## config.mk

```make
export PLATFORM = sky130hd
export DESIGN_NAME = core_instruction_subset_exec
export DESIGN_NICKNAME = d
export VERILOG_FILES = /design/src/verilog/exec_subset_pkg.sv /design/src/verilog/exec_alu.sv /design/src/verilog/core_instruction_subset_exec.sv
export SDC_FILE = /design/constraint.sdc
export NUM_CORES = 1
export LEC_CHECK = 0
export ABC_AREA = 0
export ABC_CLOCK_PERIOD_IN_PS = 2540
export BUFFER_PORTS_ARGS = -buffer_cell sky130_fd_sc_hd__buf_2
export CAP_MARGIN = 10
export CORE_ASPECT_RATIO = 1.25
export CORE_MARGIN = 1.5
export CORE_UTILIZATION = 35
export DETAILED_ROUTE_END_ITERATION = 7
export GPL_ROUTABILITY_DRIVEN = 0
export PLACE_DENSITY = 0.61
export SLEW_MARGIN = 10
export SYNTH_ARGS = -nofsm -noshare
export SYNTH_HDL_FRONTEND = slang
export SYNTH_SLANG_ARGS = --single-unit
export TNS_END_PERCENT = 30
```

## constraint.sdc

```tcl
create_clock -name clk_sys_in -period 2.54 [get_ports clk_sys_in]
set_clock_uncertainty 0.1 [all_clocks]
set_input_delay 0.127 -clock clk_sys_in [delete_from_list [all_inputs] [get_ports clk_sys_in]]
set_output_delay 0.127 -clock clk_sys_in [all_outputs]
set_load 0.05 [all_outputs]
```

## src/verilog/exec_subset_pkg.sv

```systemverilog
// Package with opcodes, field layouts and types for the instruction subset executor
// What this block does
// RULE1: Decrement-skip routes result by destination bit
// RULE2: Zero decrement result skips next, two cycles
// RULE3: Decrement-skip leaves status flags unchanged
// RULE4: Increment-skip routes result, skips on zero
// RULE5: Increment-skip leaves status flags unchanged
// RULE6: Branch loads eleven-bit immediate, two cycles
// RULE7: Branch takes counter bits 12:11 from latch
// RULE8: OR immediate into accumulator, update zero
// RULE9: Plain increment routes result, updates zero
// RULE10: OR register routes result, updates zero
// RULE11: Zero flag set only on all-zero result
package exec_subset_pkg;

  // Fourteen-bit instruction word fields
  localparam int unsigned INSN_W       = 14;
  localparam int unsigned DATA_W       = 8;
  localparam int unsigned PC_W         = 13;
  localparam int unsigned FADDR_W      = 7;
  localparam int unsigned DEST_BIT     = 7;
  localparam int unsigned BRANCH_K_W   = 11;
  localparam int unsigned LATCH_HI_BIT = 4;
  localparam int unsigned LATCH_LO_BIT = 3;

  // Opcode prefixes for byte-oriented forms (bits 13:8)
  localparam logic [5:0] OP_DEC_SKIP  = 6'h0b;
  localparam logic [5:0] OP_INC_SKIP  = 6'h0f;
  localparam logic [5:0] OP_INC       = 6'h0a;
  localparam logic [5:0] OP_OR_REG    = 6'h04;
  localparam logic [5:0] OP_OR_IMM    = 6'h38;
  // Branch prefix (bits 13:11)
  localparam logic [2:0] OP_BRANCH    = 3'h5;

  // Reset values and increment constants
  localparam logic [DATA_W-1:0] ACC_RESET = 8'h00;
  localparam logic [PC_W-1:0]   PC_RESET  = 13'h0000;
  localparam logic [DATA_W-1:0] ONE_BYTE  = 8'h01;
  localparam logic [PC_W-1:0]   ONE_PC    = 13'h0001;

  // Executor phase
  typedef enum logic [1:0]
  {
    PH_RUN   = 2'b00,
    PH_FLUSH = 2'b01
  } exec_phase_t;

  // Instruction being issued
  typedef struct packed
  {
    logic              valid;
    logic [INSN_W-1:0] word;
  } insn_t;

  // Write-back toward the register file
  typedef struct packed
  {
    logic               wr;
    logic [FADDR_W-1:0] addr;
    logic [DATA_W-1:0]  data;
  } file_wr_t;

endpackage

```

## src/verilog/exec_alu.sv

```systemverilog
// Combinational ALU for the instruction subset
`timescale 1ns/1ns
module exec_alu
  import exec_subset_pkg::*;
(
  // Operands
  input  wire logic [INSN_W-1:0] word_in,
  input  wire logic [DATA_W-1:0] acc_in,
  input  wire logic [DATA_W-1:0] file_in,
  // Results
  output logic [DATA_W-1:0]      result_out,
  output logic                   is_dec_skip_out,
  output logic                   is_inc_skip_out,
  output logic                   is_inc_out,
  output logic                   is_or_reg_out,
  output logic                   is_or_imm_out,
  output logic                   is_branch_out
);

  // Decode and compute in one pass
  always_comb
  begin
    is_dec_skip_out = (word_in[13:8] == OP_DEC_SKIP);
    is_inc_skip_out = (word_in[13:8] == OP_INC_SKIP);
    is_inc_out      = (word_in[13:8] == OP_INC);
    is_or_reg_out   = (word_in[13:8] == OP_OR_REG);
    is_or_imm_out   = (word_in[13:8] == OP_OR_IMM);
    is_branch_out   = (word_in[13:11] == OP_BRANCH);
    if (is_dec_skip_out)
    begin
      result_out = file_in - ONE_BYTE;
    end
    else if (is_inc_skip_out || is_inc_out)
    begin
      result_out = file_in + ONE_BYTE;
    end
    else if (is_or_reg_out)
    begin
      result_out = acc_in | file_in;
    end
    else if (is_or_imm_out)
    begin
      result_out = acc_in | word_in[DATA_W-1:0];
    end
    else
    begin
      result_out = acc_in;
    end
  end

endmodule

```

## src/verilog/core_instruction_subset_exec.sv

```systemverilog
// Executor for the increment, decrement, OR and branch instruction subset
`timescale 1ns/1ns
module core_instruction_subset_exec
  import exec_subset_pkg::*;
(
  // Clock and reset
  input  wire logic                          clk_sys_in,
  input  wire logic                          resetn_in,
  // Instruction issue, one per instruction cycle
  input  wire exec_subset_pkg::insn_t        insn_in,
  // Register file read data for the addressed register
  input  wire logic [exec_subset_pkg::DATA_W-1:0] file_data_in,
  // High counter latch contents
  input  wire logic [exec_subset_pkg::DATA_W-1:0] high_counter_latch_in,
  // Results
  output exec_subset_pkg::file_wr_t          file_wr_out,
  output logic [exec_subset_pkg::DATA_W-1:0] acc_out,
  output logic                               zero_flag_out,
  output logic [exec_subset_pkg::PC_W-1:0]   pc_out,
  output logic                               flush_out
);
  import exec_subset_pkg::*;

  // Registered state
  exec_phase_t       phase;            // Run or discard phase
  logic [DATA_W-1:0] acc;              // Accumulator
  logic              zero_flag;        // Zero status flag
  logic [PC_W-1:0]   pc;               // Program counter
  file_wr_t          file_wr;          // Register write-back
  logic              flush;            // Registered copy of the discard phase for the output
  // Next values
  exec_phase_t       next_phase;
  logic [DATA_W-1:0] next_acc;
  logic              next_zero_flag;
  logic [PC_W-1:0]   next_pc;
  file_wr_t          next_file_wr;
  logic              next_flush;
  // Decode outputs
  logic [DATA_W-1:0] result;
  logic              is_dec_skip;
  logic              is_inc_skip;
  logic              is_inc;
  logic              is_or_reg;
  logic              is_or_imm;
  logic              is_branch;
  logic              to_file;          // Destination bit set
  logic              res_zero;         // Result all zeros
  logic              executing;        // Valid and not discarded

  // Decode and arithmetic
  exec_alu u_alu
  (
    .word_in         (insn_in.word),
    .acc_in          (acc),
    .file_in         (file_data_in),
    .result_out      (result),
    .is_dec_skip_out (is_dec_skip),
    .is_inc_skip_out (is_inc_skip),
    .is_inc_out      (is_inc),
    .is_or_reg_out   (is_or_reg),
    .is_or_imm_out   (is_or_imm),
    .is_branch_out   (is_branch)
  );

  // Helper decodes
  always_comb
  begin
    to_file   = insn_in.word[DEST_BIT];
    res_zero  = (result == 8'h00);
    executing = insn_in.valid && (phase == PH_RUN);
  end

  // Next-state computation
  always_comb
  begin
    next_phase     = phase;
    next_acc       = acc;
    next_zero_flag = zero_flag;
    next_pc        = pc;
    next_file_wr   = '0;
    case (phase)
      PH_RUN:
      begin
        if (insn_in.valid)
        begin
          next_pc = pc + ONE_PC;
          if (is_dec_skip || is_inc_skip || is_inc || is_or_reg)
          begin
            // Route result by destination bit
            if (to_file)                                          // RULE1 RULE4 RULE9 RULE10
            begin
              next_file_wr.wr   = 1'b1;
              next_file_wr.addr = insn_in.word[FADDR_W-1:0];
              next_file_wr.data = result;
            end
            else
            begin
              next_acc = result;
            end
          end
          if (is_or_imm)
          begin
            next_acc = result;                                    // RULE8
          end
          // Zero flag only for the flag-affecting forms; skip forms leave it
          if (is_inc || is_or_reg || is_or_imm)                   // RULE3 RULE5
          begin
            next_zero_flag = res_zero;                            // RULE11
          end
          // Zero result of a skip form discards the next instruction
          if ((is_dec_skip || is_inc_skip) && res_zero)           // RULE2 RULE4
          begin
            next_phase = PH_FLUSH;
          end
          // Branch: immediate into low bits, latch bits into top bits
          if (is_branch)
          begin
            next_pc = {high_counter_latch_in[LATCH_HI_BIT:LATCH_LO_BIT],  // RULE7
                       insn_in.word[BRANCH_K_W-1:0]};                     // RULE6
            next_phase = PH_FLUSH;                                        // RULE6
          end
        end
      end
      PH_FLUSH:
      begin
        // Discarded slot executes as a no-operation
        if (insn_in.valid)
        begin
          next_pc    = pc + ONE_PC;
          next_phase = PH_RUN;
        end
      end
      default:
      begin
        next_phase = PH_RUN;
      end
    endcase
    // Discard indication follows the next phase so the output needs no decode
    next_flush = (next_phase == PH_FLUSH);                        // RULE2 RULE4 RULE6
  end

  // State registers
  always_ff @(posedge clk_sys_in or negedge resetn_in)
  begin
    if (!resetn_in)
    begin
      phase     <= PH_RUN;
      acc       <= ACC_RESET;
      zero_flag <= 1'b0;
      pc        <= PC_RESET;
      file_wr   <= '0;
      flush     <= 1'b0;
    end
    else
    begin
      phase     <= next_phase;
      acc       <= next_acc;
      zero_flag <= next_zero_flag;
      pc        <= next_pc;
      file_wr   <= next_file_wr;
      flush     <= next_flush;
    end
  end

  // Outputs straight from flip-flops
  always_comb
  begin
    file_wr_out   = file_wr;
    acc_out       = acc;
    zero_flag_out = zero_flag;
    pc_out        = pc;
    flush_out     = flush;
  end

  // Assertions
  property p_dec_route;                                                   // RULE1
    @(posedge clk_sys_in) disable iff (!resetn_in)
    executing && is_dec_skip && !to_file |=> acc == $past(file_data_in) - 8'h01 && !file_wr.wr;
  endproperty
  a_dec_route: assert property (p_dec_route) else $error("decrement result misrouted"); // RULE1

  property p_skip_flush;                                                  // RULE2
    @(posedge clk_sys_in) disable iff (!resetn_in)
    executing && (is_dec_skip || is_inc_skip) |=> (phase == PH_FLUSH) == $past(res_zero);
  endproperty
  a_skip_flush: assert property (p_skip_flush) else $error("skip flush wrong"); // RULE2

  property p_dec_flags;                                                   // RULE3
    @(posedge clk_sys_in) disable iff (!resetn_in)
    executing && is_dec_skip |=> $stable(zero_flag);
  endproperty
  a_dec_flags: assert property (p_dec_flags) else $error("decrement changed flag"); // RULE3

  property p_inc_skip_write;                                              // RULE4
    @(posedge clk_sys_in) disable iff (!resetn_in)
    executing && is_inc_skip && to_file |=> file_wr.wr && file_wr.data == $past(file_data_in) + 8'h01;
  endproperty
  a_inc_skip_write: assert property (p_inc_skip_write) else $error("increment-skip write wrong"); // RULE4

  property p_inc_skip_flags;                                              // RULE5
    @(posedge clk_sys_in) disable iff (!resetn_in)
    executing && is_inc_skip |=> $stable(zero_flag);
  endproperty
  a_inc_skip_flags: assert property (p_inc_skip_flags) else $error("increment-skip changed flag"); // RULE5

  property p_branch_pc;                                                   // RULE6
    @(posedge clk_sys_in) disable iff (!resetn_in)
    executing && is_branch |=> pc[10:0] == $past(insn_in.word[10:0]) && phase == PH_FLUSH;
  endproperty
  a_branch_pc: assert property (p_branch_pc) else $error("branch target wrong"); // RULE6

  property p_branch_hi;                                                   // RULE7
    @(posedge clk_sys_in) disable iff (!resetn_in)
    executing && is_branch |=> pc[12:11] == $past(high_counter_latch_in[4:3]);
  endproperty
  a_branch_hi: assert property (p_branch_hi) else $error("branch upper bits wrong"); // RULE7

  property p_or_imm;                                                      // RULE8
    @(posedge clk_sys_in) disable iff (!resetn_in)
    executing && is_or_imm |=> acc == ($past(acc) | $past(insn_in.word[7:0]));
  endproperty
  a_or_imm: assert property (p_or_imm) else $error("OR immediate wrong"); // RULE8

  property p_zero_flag;                                                   // RULE11
    @(posedge clk_sys_in) disable iff (!resetn_in)
    executing && (is_inc || is_or_reg || is_or_imm) |=> zero_flag == ($past(result) == 8'h00);
  endproperty
  a_zero_flag: assert property (p_zero_flag) else $error("zero flag wrong"); // RULE9 RULE10 RULE11

  // Main scenarios
  c_dec_skip: cover property (@(posedge clk_sys_in) executing && is_dec_skip && res_zero);
  c_branch:   cover property (@(posedge clk_sys_in) executing && is_branch);
  c_or_reg:   cover property (@(posedge clk_sys_in) executing && is_or_reg && to_file);

endmodule

```

==> impl_metrics.json, run 1 <==
{
  "synth-edff-count": 0,
  "r2r_end": "pc_out[7]",
  "cp-start-kind": "primary input",
  "nNetsFinal": 382,
  "status": "finished, final reports clean",
  "relSlewSlack_pct": 36.9,
  "max_freq_ghz": 0.488,
  "worstHoldEndpoint": "file_wr_out[11]",
  "grt_pass1_vias": 2231,
  "p_per_area_nw_per_um2": 735,
  "power_mw": 2.22,
  "antenna-diode-count": 0,
  "place_ws_ns": 0.228,
  "synthArstFlopShare_pct": 100,
  "yosysUniqueCellTypes": 59,
  "synth_ff_type": "dfrtp_1",
  "grt_usage_pct": 18.5,
  "ir_worst_vdd_mv": 0.352,
  "rsz0062_at_grt": "no",
  "hp-start": "insn_in[3]",
  "crit_type": "in2reg",
  "fin_util_pct": 43.5,
  "yosys_warnings": 0,
  "htree_levels": 2,
  "core_um2": 6930,
  "worst_slew_pin_slew_ns": 0.940,
  "setup_slack_ns": 0.491,
  "syn_inst": 286,
  "slowest_delay_ns": 0.39,
  "wl_per_cell_um": 15.4,
  "setup_viol": 0,
  "cts_tree": "done",
  "drv_cap": 0,
  "die_h_um": 97.5,
  "first_pass_iters": 4,
  "start_util_pct": 36.1,
  "ant_nets": 0,
  "ios": 72,
  "rrSetupSlack_ns": 0.65,
  "port_buffers": 65,
  "setup-tns-final_ns": 0,
  "fin_crit_sh_pct": 80.7,
  "yosys_register_bits": 41,
  "yosysTopAreaCell": "dfrtp_1",
  "hpwl_mm": 5.12,
  "avgViaCountPerCell": 5.42,
  "whs_path_depth": 2,
  "worstSetupEndpointType": "flop",
  "synth-seq-area-share_pct": 41.0,
  "clk_pin_slew_worst_paths_ns": 0.08,
  "route.vias.total": 2367,
  "antenna_found_initial": 0,
  "cts_inserted_buffers": 5,
  "synth_common_cells": "41 x dfrtp_1, 27 x nand2_1, 27 x nor2_1",
  "drt-initial-drc-count": 121,
  "grt_max_degree": 42,
  "fp.dieW_um": 78.6,
  "synth_top_area_share_pct": 41.0,
  "r2r-start": "phase[0]",
  "die_area_um2": 7670,
  "cts_setup_buffers": 0,
  "syn_nets": 322,
  "ys_top_cells_by_area": "dfrtp_1 41%, a21oi_1 4.4%, nand2_1 4.1%",
  "required_ns": 2.64,
  "area_delta_synth_final_pct": 20.7,
  "cpMaxStageDelayCell": "or3b_1",
  "path_cells": "buf_2, inv_1, ha_1, or3b_1, or3_1, o221ai_1, a32o_1, nand4_2, o31ai_2",
  "hold_viol": 0,
  "worstRegToRegCells": 5,
  "grt_overflow": 0,
  "cts.sinks": 41,
  "yosysMostFrequentCell": "dfrtp_1",
  "period_minus_slack_ns": 2.05,
  "fp-row-count": 34,
  "synth_area_um2": 2500,
  "drive_above_1_share_pct": 24.8,
  "grt_pass1_wl_mm": 11.2,
  "cp_max_fo": 8,
  "drt_wl_total_mm": 6.74,
  "drc_errors": 0,
  "cts-root-buf": "clkbuf_8",
  "cp.arrival_ns": 2.15,
  "final_max_slew_viol_count": 0,
  "startpoint": "file_data_in[0]",
  "clock_path_buffers": 2,
  "clkLatencyLatePin_ns": 0.29,
  "hp-class": "in2reg",
  "p_leak_nw": 1.38,
  "avgSynthCellArea_um2": 8.75
}
power by group:
part	total (mW)	switching (mW)	internal, mW	leakage (nW)
Clock	0.548	0.228	0.320	0.0574
Sequential	0.861	0.115	0.746	0.534
Combinational	0.810	0.588	0.222	0.787
per-layer routing:
metal | global-route usage (%) | vias to the layer above | wire (µm)
met5 | 0 | - | 0
met4 | 6.87 | 0 | 114
met3 | 2.82 | 6 | 288
met2 | 30.8 | 65 | 3340
met1 | 24.0 | 1121 | 3000
li1 | - | 1175 | -
kinds of logic after synthesis:
| family | count (synthesis) | synth area share, % |
|---|---|---|
| compound gates | 87 | 24.6 |
| xor+xnor | 3 | 1.05 |
| fa+ha+maj | 3 | 1.50 |
| buf+inv | 26 | 4.90 |
| flops | 41 | 41.0 |
| other cells | 1 | 0.150 |
| simple gates | 125 | 26.8 |
stage by stage:
step           instance area [µm²]  hold WS, ns  cells
6_report                      3020       0.0145    437
5_1_grt                       3020      0.00998    437
4_1_cts                       3020      0.00894    437
3_5_place_dp                  2870        0.210    426
3_3_place_gp                  2870        0.196    426
2_1_floorplan                 2500       -0.269    286
worst max-delay path by stage:
| stage | slack, ns | cells past startpoint | to |
|---|---|---|---|
| 6_report | 0.49 | 9 | zero_flag_out |
| 5_1_grt | 0.40 | 9 | zero_flag_out |
| 4_1_cts | 0.52 | 9 | zero_flag_out |
| 3_5_place_dp | 0.23 | 9 | zero_flag_out |
| 3_3_place_gp | 0.29 | 9 | zero_flag_out |
| 2_1_floorplan | 0.52 | 7 | pc_out[12] |
critical path: cells and delay by family:
family                     cells  cell delay (ns)
and+or+nand+nor                3             0.89
AOI/OAI and AO/OA              3             0.70
buffers and inverters          2             0.24
adders and majority gates      1             0.18
layout make-up:
type | instances | area [µm²]
Sequential cell | 41 | 1030
Clock inverter | 2 | 37.5
Inverter | 8 | 30.0
Tap cell | 90 | 113
Timing Repair Buffer | 71 | 378
Clock buffer | 6 | 82.6
Multi-Input combinational cell | 219 | 1350
Fill cell | 714 | 3920
state kept, by name (all words and copies together) (netlist names):
signal	count
file_wr_out	16
acc_out	8
flush_out	1
zero_flag_out	1
phase	2
pc_out	13
cells in the final DEF, fill, tap and decap left out, drive strengths merged, types with 4 or more instances in the layout:
master / n
o21ai: 23
nand2: 27
nor4: 4
a221o: 7
nor3: 4
nand2b: 5
buf: 68
and2: 10
nand3: 16
inv: 8
a31oi: 4
a221oi: 4
clkbuf: 6
a21oi: 22
and3: 6
nor2b: 4
nor2: 27
nand4: 5
dfrtp: 41
what timing repair did:
| item | CTS | global route |
|---|---|---|
| hold buffers | 3 | 0 |
| resized for setup | 0 | 0 |
| endpoints found under the hold margin | 43 | 0 |
Note: power is estimated with default switching activity, not from simulation.
==> inputs of run 2 (changes only) <==
--- a/config.mk
+++ b/config.mk
@@ -6,7 +6,7 @@
 export NUM_CORES = 1
 export LEC_CHECK = 0
 export ABC_AREA = 0
-export ABC_CLOCK_PERIOD_IN_PS = 2540
+export ABC_CLOCK_PERIOD_IN_PS = 1900
 export BUFFER_PORTS_ARGS = -buffer_cell sky130_fd_sc_hd__buf_2
 export CAP_MARGIN = 10
 export CORE_ASPECT_RATIO = 1.25
==> constraint.sdc (replaced) <==
create_clock -name clk_sys_in -period 1.9 [get_ports clk_sys_in]
set_clock_uncertainty 0.1 [all_clocks]
set_input_delay 0.095 -clock clk_sys_in [delete_from_list [all_inputs] [get_ports clk_sys_in]]
set_output_delay 0.095 -clock clk_sys_in [all_outputs]
set_load 0.05 [all_outputs]
==> run 2 against run 1 <==
Net effect:
- clock power is 54% higher
- sequential power rose by 35%
- critical path depth did not move
- combinational power grew 42%
- cell area up 12%
- first-iteration DRC count rose by 33%
- global-route usage up 1.1 points
- register-to-register slack got worse by 0.47 ns
- cell count up 8.7%
- worst setup slack worse by 0.44 ns
==> impl_metrics.json, run 2 (synthesis results as in run 1) <==
{
  "status": "finished, final reports clean",
  "final_area_um2": 3370,
  "p_comb_share_pct": 36.5,
  "drt-initial-drc-count": 161,
  "max_freq_ghz": 0.542,
  "hpwl_mm": 5.63,
  "critPathBufInv": 2,
  "nNetsFinal": 420,
  "core_um2": 6930,
  "htree_levels": 2,
  "path_cells": "buf_2, inv_8, ha_4, or3b_4, or3_1, a221o_1, a32o_2, nand4_2, o21ai_1",
  "drc_errors": 0,
  "p_per_area_nw_per_um2": 938,
  "crit_family": "simple AND/OR/NAND/NOR gates",
  "cts-root-buf": "clkbuf_8",
  "setup-tns-final_ns": 0,
  "p_seq_share_pct": 36.7,
  "mostFrequentLayoutCells": "65 x buf_2, 38 x dfrtp_1, 37 x buf_4",
  "place_ws_ns": -0.255,
  "cp-start-kind": "primary input",
  "placed_cell_area_um2": 3150,
  "cts_inserted_buffers": 5,
  "drt_wl_total_mm": 7.12,
  "crit_type": "in2reg",
  "grt_usage_pct": 19.6,
  "ant_nets": 0,
  "p_leak_nw": 1.57,
  "finalNonFillerCells": 475,
  "antenna-diode-count": 0,
  "required_ns": 1.97,
  "drv_cap": 0,
  "power.internal_mw": 1.88,
  "fin_util_pct": 48.6,
  "grt_max_degree": 23,
  "die_area_um2": 7670,
  "grt_overflow": 0,
  "cpMaxStageDelayCell": "or3b_4",
  "cp.arrival_ns": 1.92,
  "start_util_pct": 36.1,
  "fill_cells": 695,
  "p_clk_share_pct": 26.8,
  "port_buffers": 65,
  "ios": 72,
  "worstSetupEndpointType": "flop",
  "setup_viol": 0,
  "first_pass_iters": 4,
  "ir_worst_vdd_mv": 0.592,
  "cts.sinks": 41,
  "drive_above_1_share_pct": 33.8,
  "cp_max_fo": 3,
  "fp-row-count": 34,
  "slowest_delay_ns": 0.37,
  "area.sequential_um2": 1030,
  "fp.dieW_um": 78.6,
  "setup_slack_ns": 0.0556,
  "wl_per_cell_um": 15.0,
  "p_switching_mw": 1.28,
  "antenna_found_initial": 0,
  "clkLatencyLatePin_ns": 0.29,
  "grt_pass1_wl_mm": 12.0,
  "rsz0062_at_grt": "no",
  "layout_commonest_cell": "buf_2",
  "period_minus_slack_ns": 1.84,
  "grt_pass1_vias": 2390,
  "cts_tree": "done",
  "place_inst": 460,
  "clk_pin_slew_worst_paths_ns": 0.08,
  "clock_path_buffers": 2,
  "hp-class": "in2reg",
  "fin_crit_sh_pct": 97.1,
  "avgViaCountPerCell": 5.27,
  "swShare_pct": 40.4,
  "hold_viol": 0,
  "area_delta_synth_final_pct": 34.7,
  "final_max_slew_viol_count": 0,
  "multi_input_area_um2": 1380,
  "route.vias.total": 2501,
  "die_h_um": 97.5,
  "largest_reg_flops": 16
}
[run 2: changes by cell type in the layout (fill, tap and decap cells not counted), sizes merged]
cell / delta
clkinvlp: -1
dlygate4sd3: +4
clkbuf: -1
inv: +1
buf: +34
bufinv: +1
[run 2: layer usage]
metal | part of all wire [%] | GRT usage (%)
met4 | 2.4 | 7.97
met1 | 45 | 26.7
met5 | 0 | 0
met2 | 49 | 31.3
met3 | 3.5 | 2.35
[run 2: worst paths after layout]
path	slack, ns	cells after the start	end	startpoint
hold reg to reg	0.41	2	zero_flag_out	zero_flag_out
max in group asynchronous	1.10	3	pc_out[0]	resetn_in
setup reg to reg	0.18	7	pc_out[12]	pc_out[0]
hold / removal	0.009	4	pc_out[12]	high_counter_latch_in[4]
setup / recovery	0.06	9	flush_out	file_data_in[1]
min in group asynchronous	0.09	2	pc_out[4]	resetn_in
[run 2: metrics by stage]
stage	hold slack [ns]	power (mW)
6_report	0.00948	3.16
5_1_grt	0.00628	3.33
4_1_cts	0.000784	3.18
3_5_place_dp	-0.123	2.32
3_3_place_gp	-0.123	2.31
2_1_floorplan	-0.301	1.96
[run 2: cell type report]
type,instances,area share [%]
Multi-Input combinational cell,219,40.8
Sequential cell,41,30.6
Timing Repair Buffer,109,20.0
Tap cell,90,3.34
Clock buffer,5,2.04
Clock inverter,3,2.04
Inverter,8,1.19
[run 2: power by group through the flow]
| stage | sequential [mW] | clock (mW) | combinational, mW |
|---|---|---|---|
| after floorplan | 1.58 | 0 | 0.378 |
| after global placement | 1.17 | 0 | 1.13 |
| after detailed placement | 1.18 | 0 | 1.15 |
| after CTS | 1.16 | 0.860 | 1.16 |
| after global routing | 1.18 | 0.902 | 1.25 |
| final | 1.16 | 0.846 | 1.15 |
[run 2: repair_timing]
item / 4_1_cts / 5_1_grt
hold buffers: 7 / 0
hold endpoints to repair: 48 / 0
endpoints found under the setup margin: 0 / 3
gates resized for setup: 0 / 3
setup buffers: 0 / 0
[run 2: tightest hold or removal path, delay by kind of cell]
kind / cells / cell delay, ns
buffers and inverters: 1 / 0.08
AO/OA/AOI/OAI: 2 / 0.16
AND/OR/NAND/NOR: 1 / 0.04
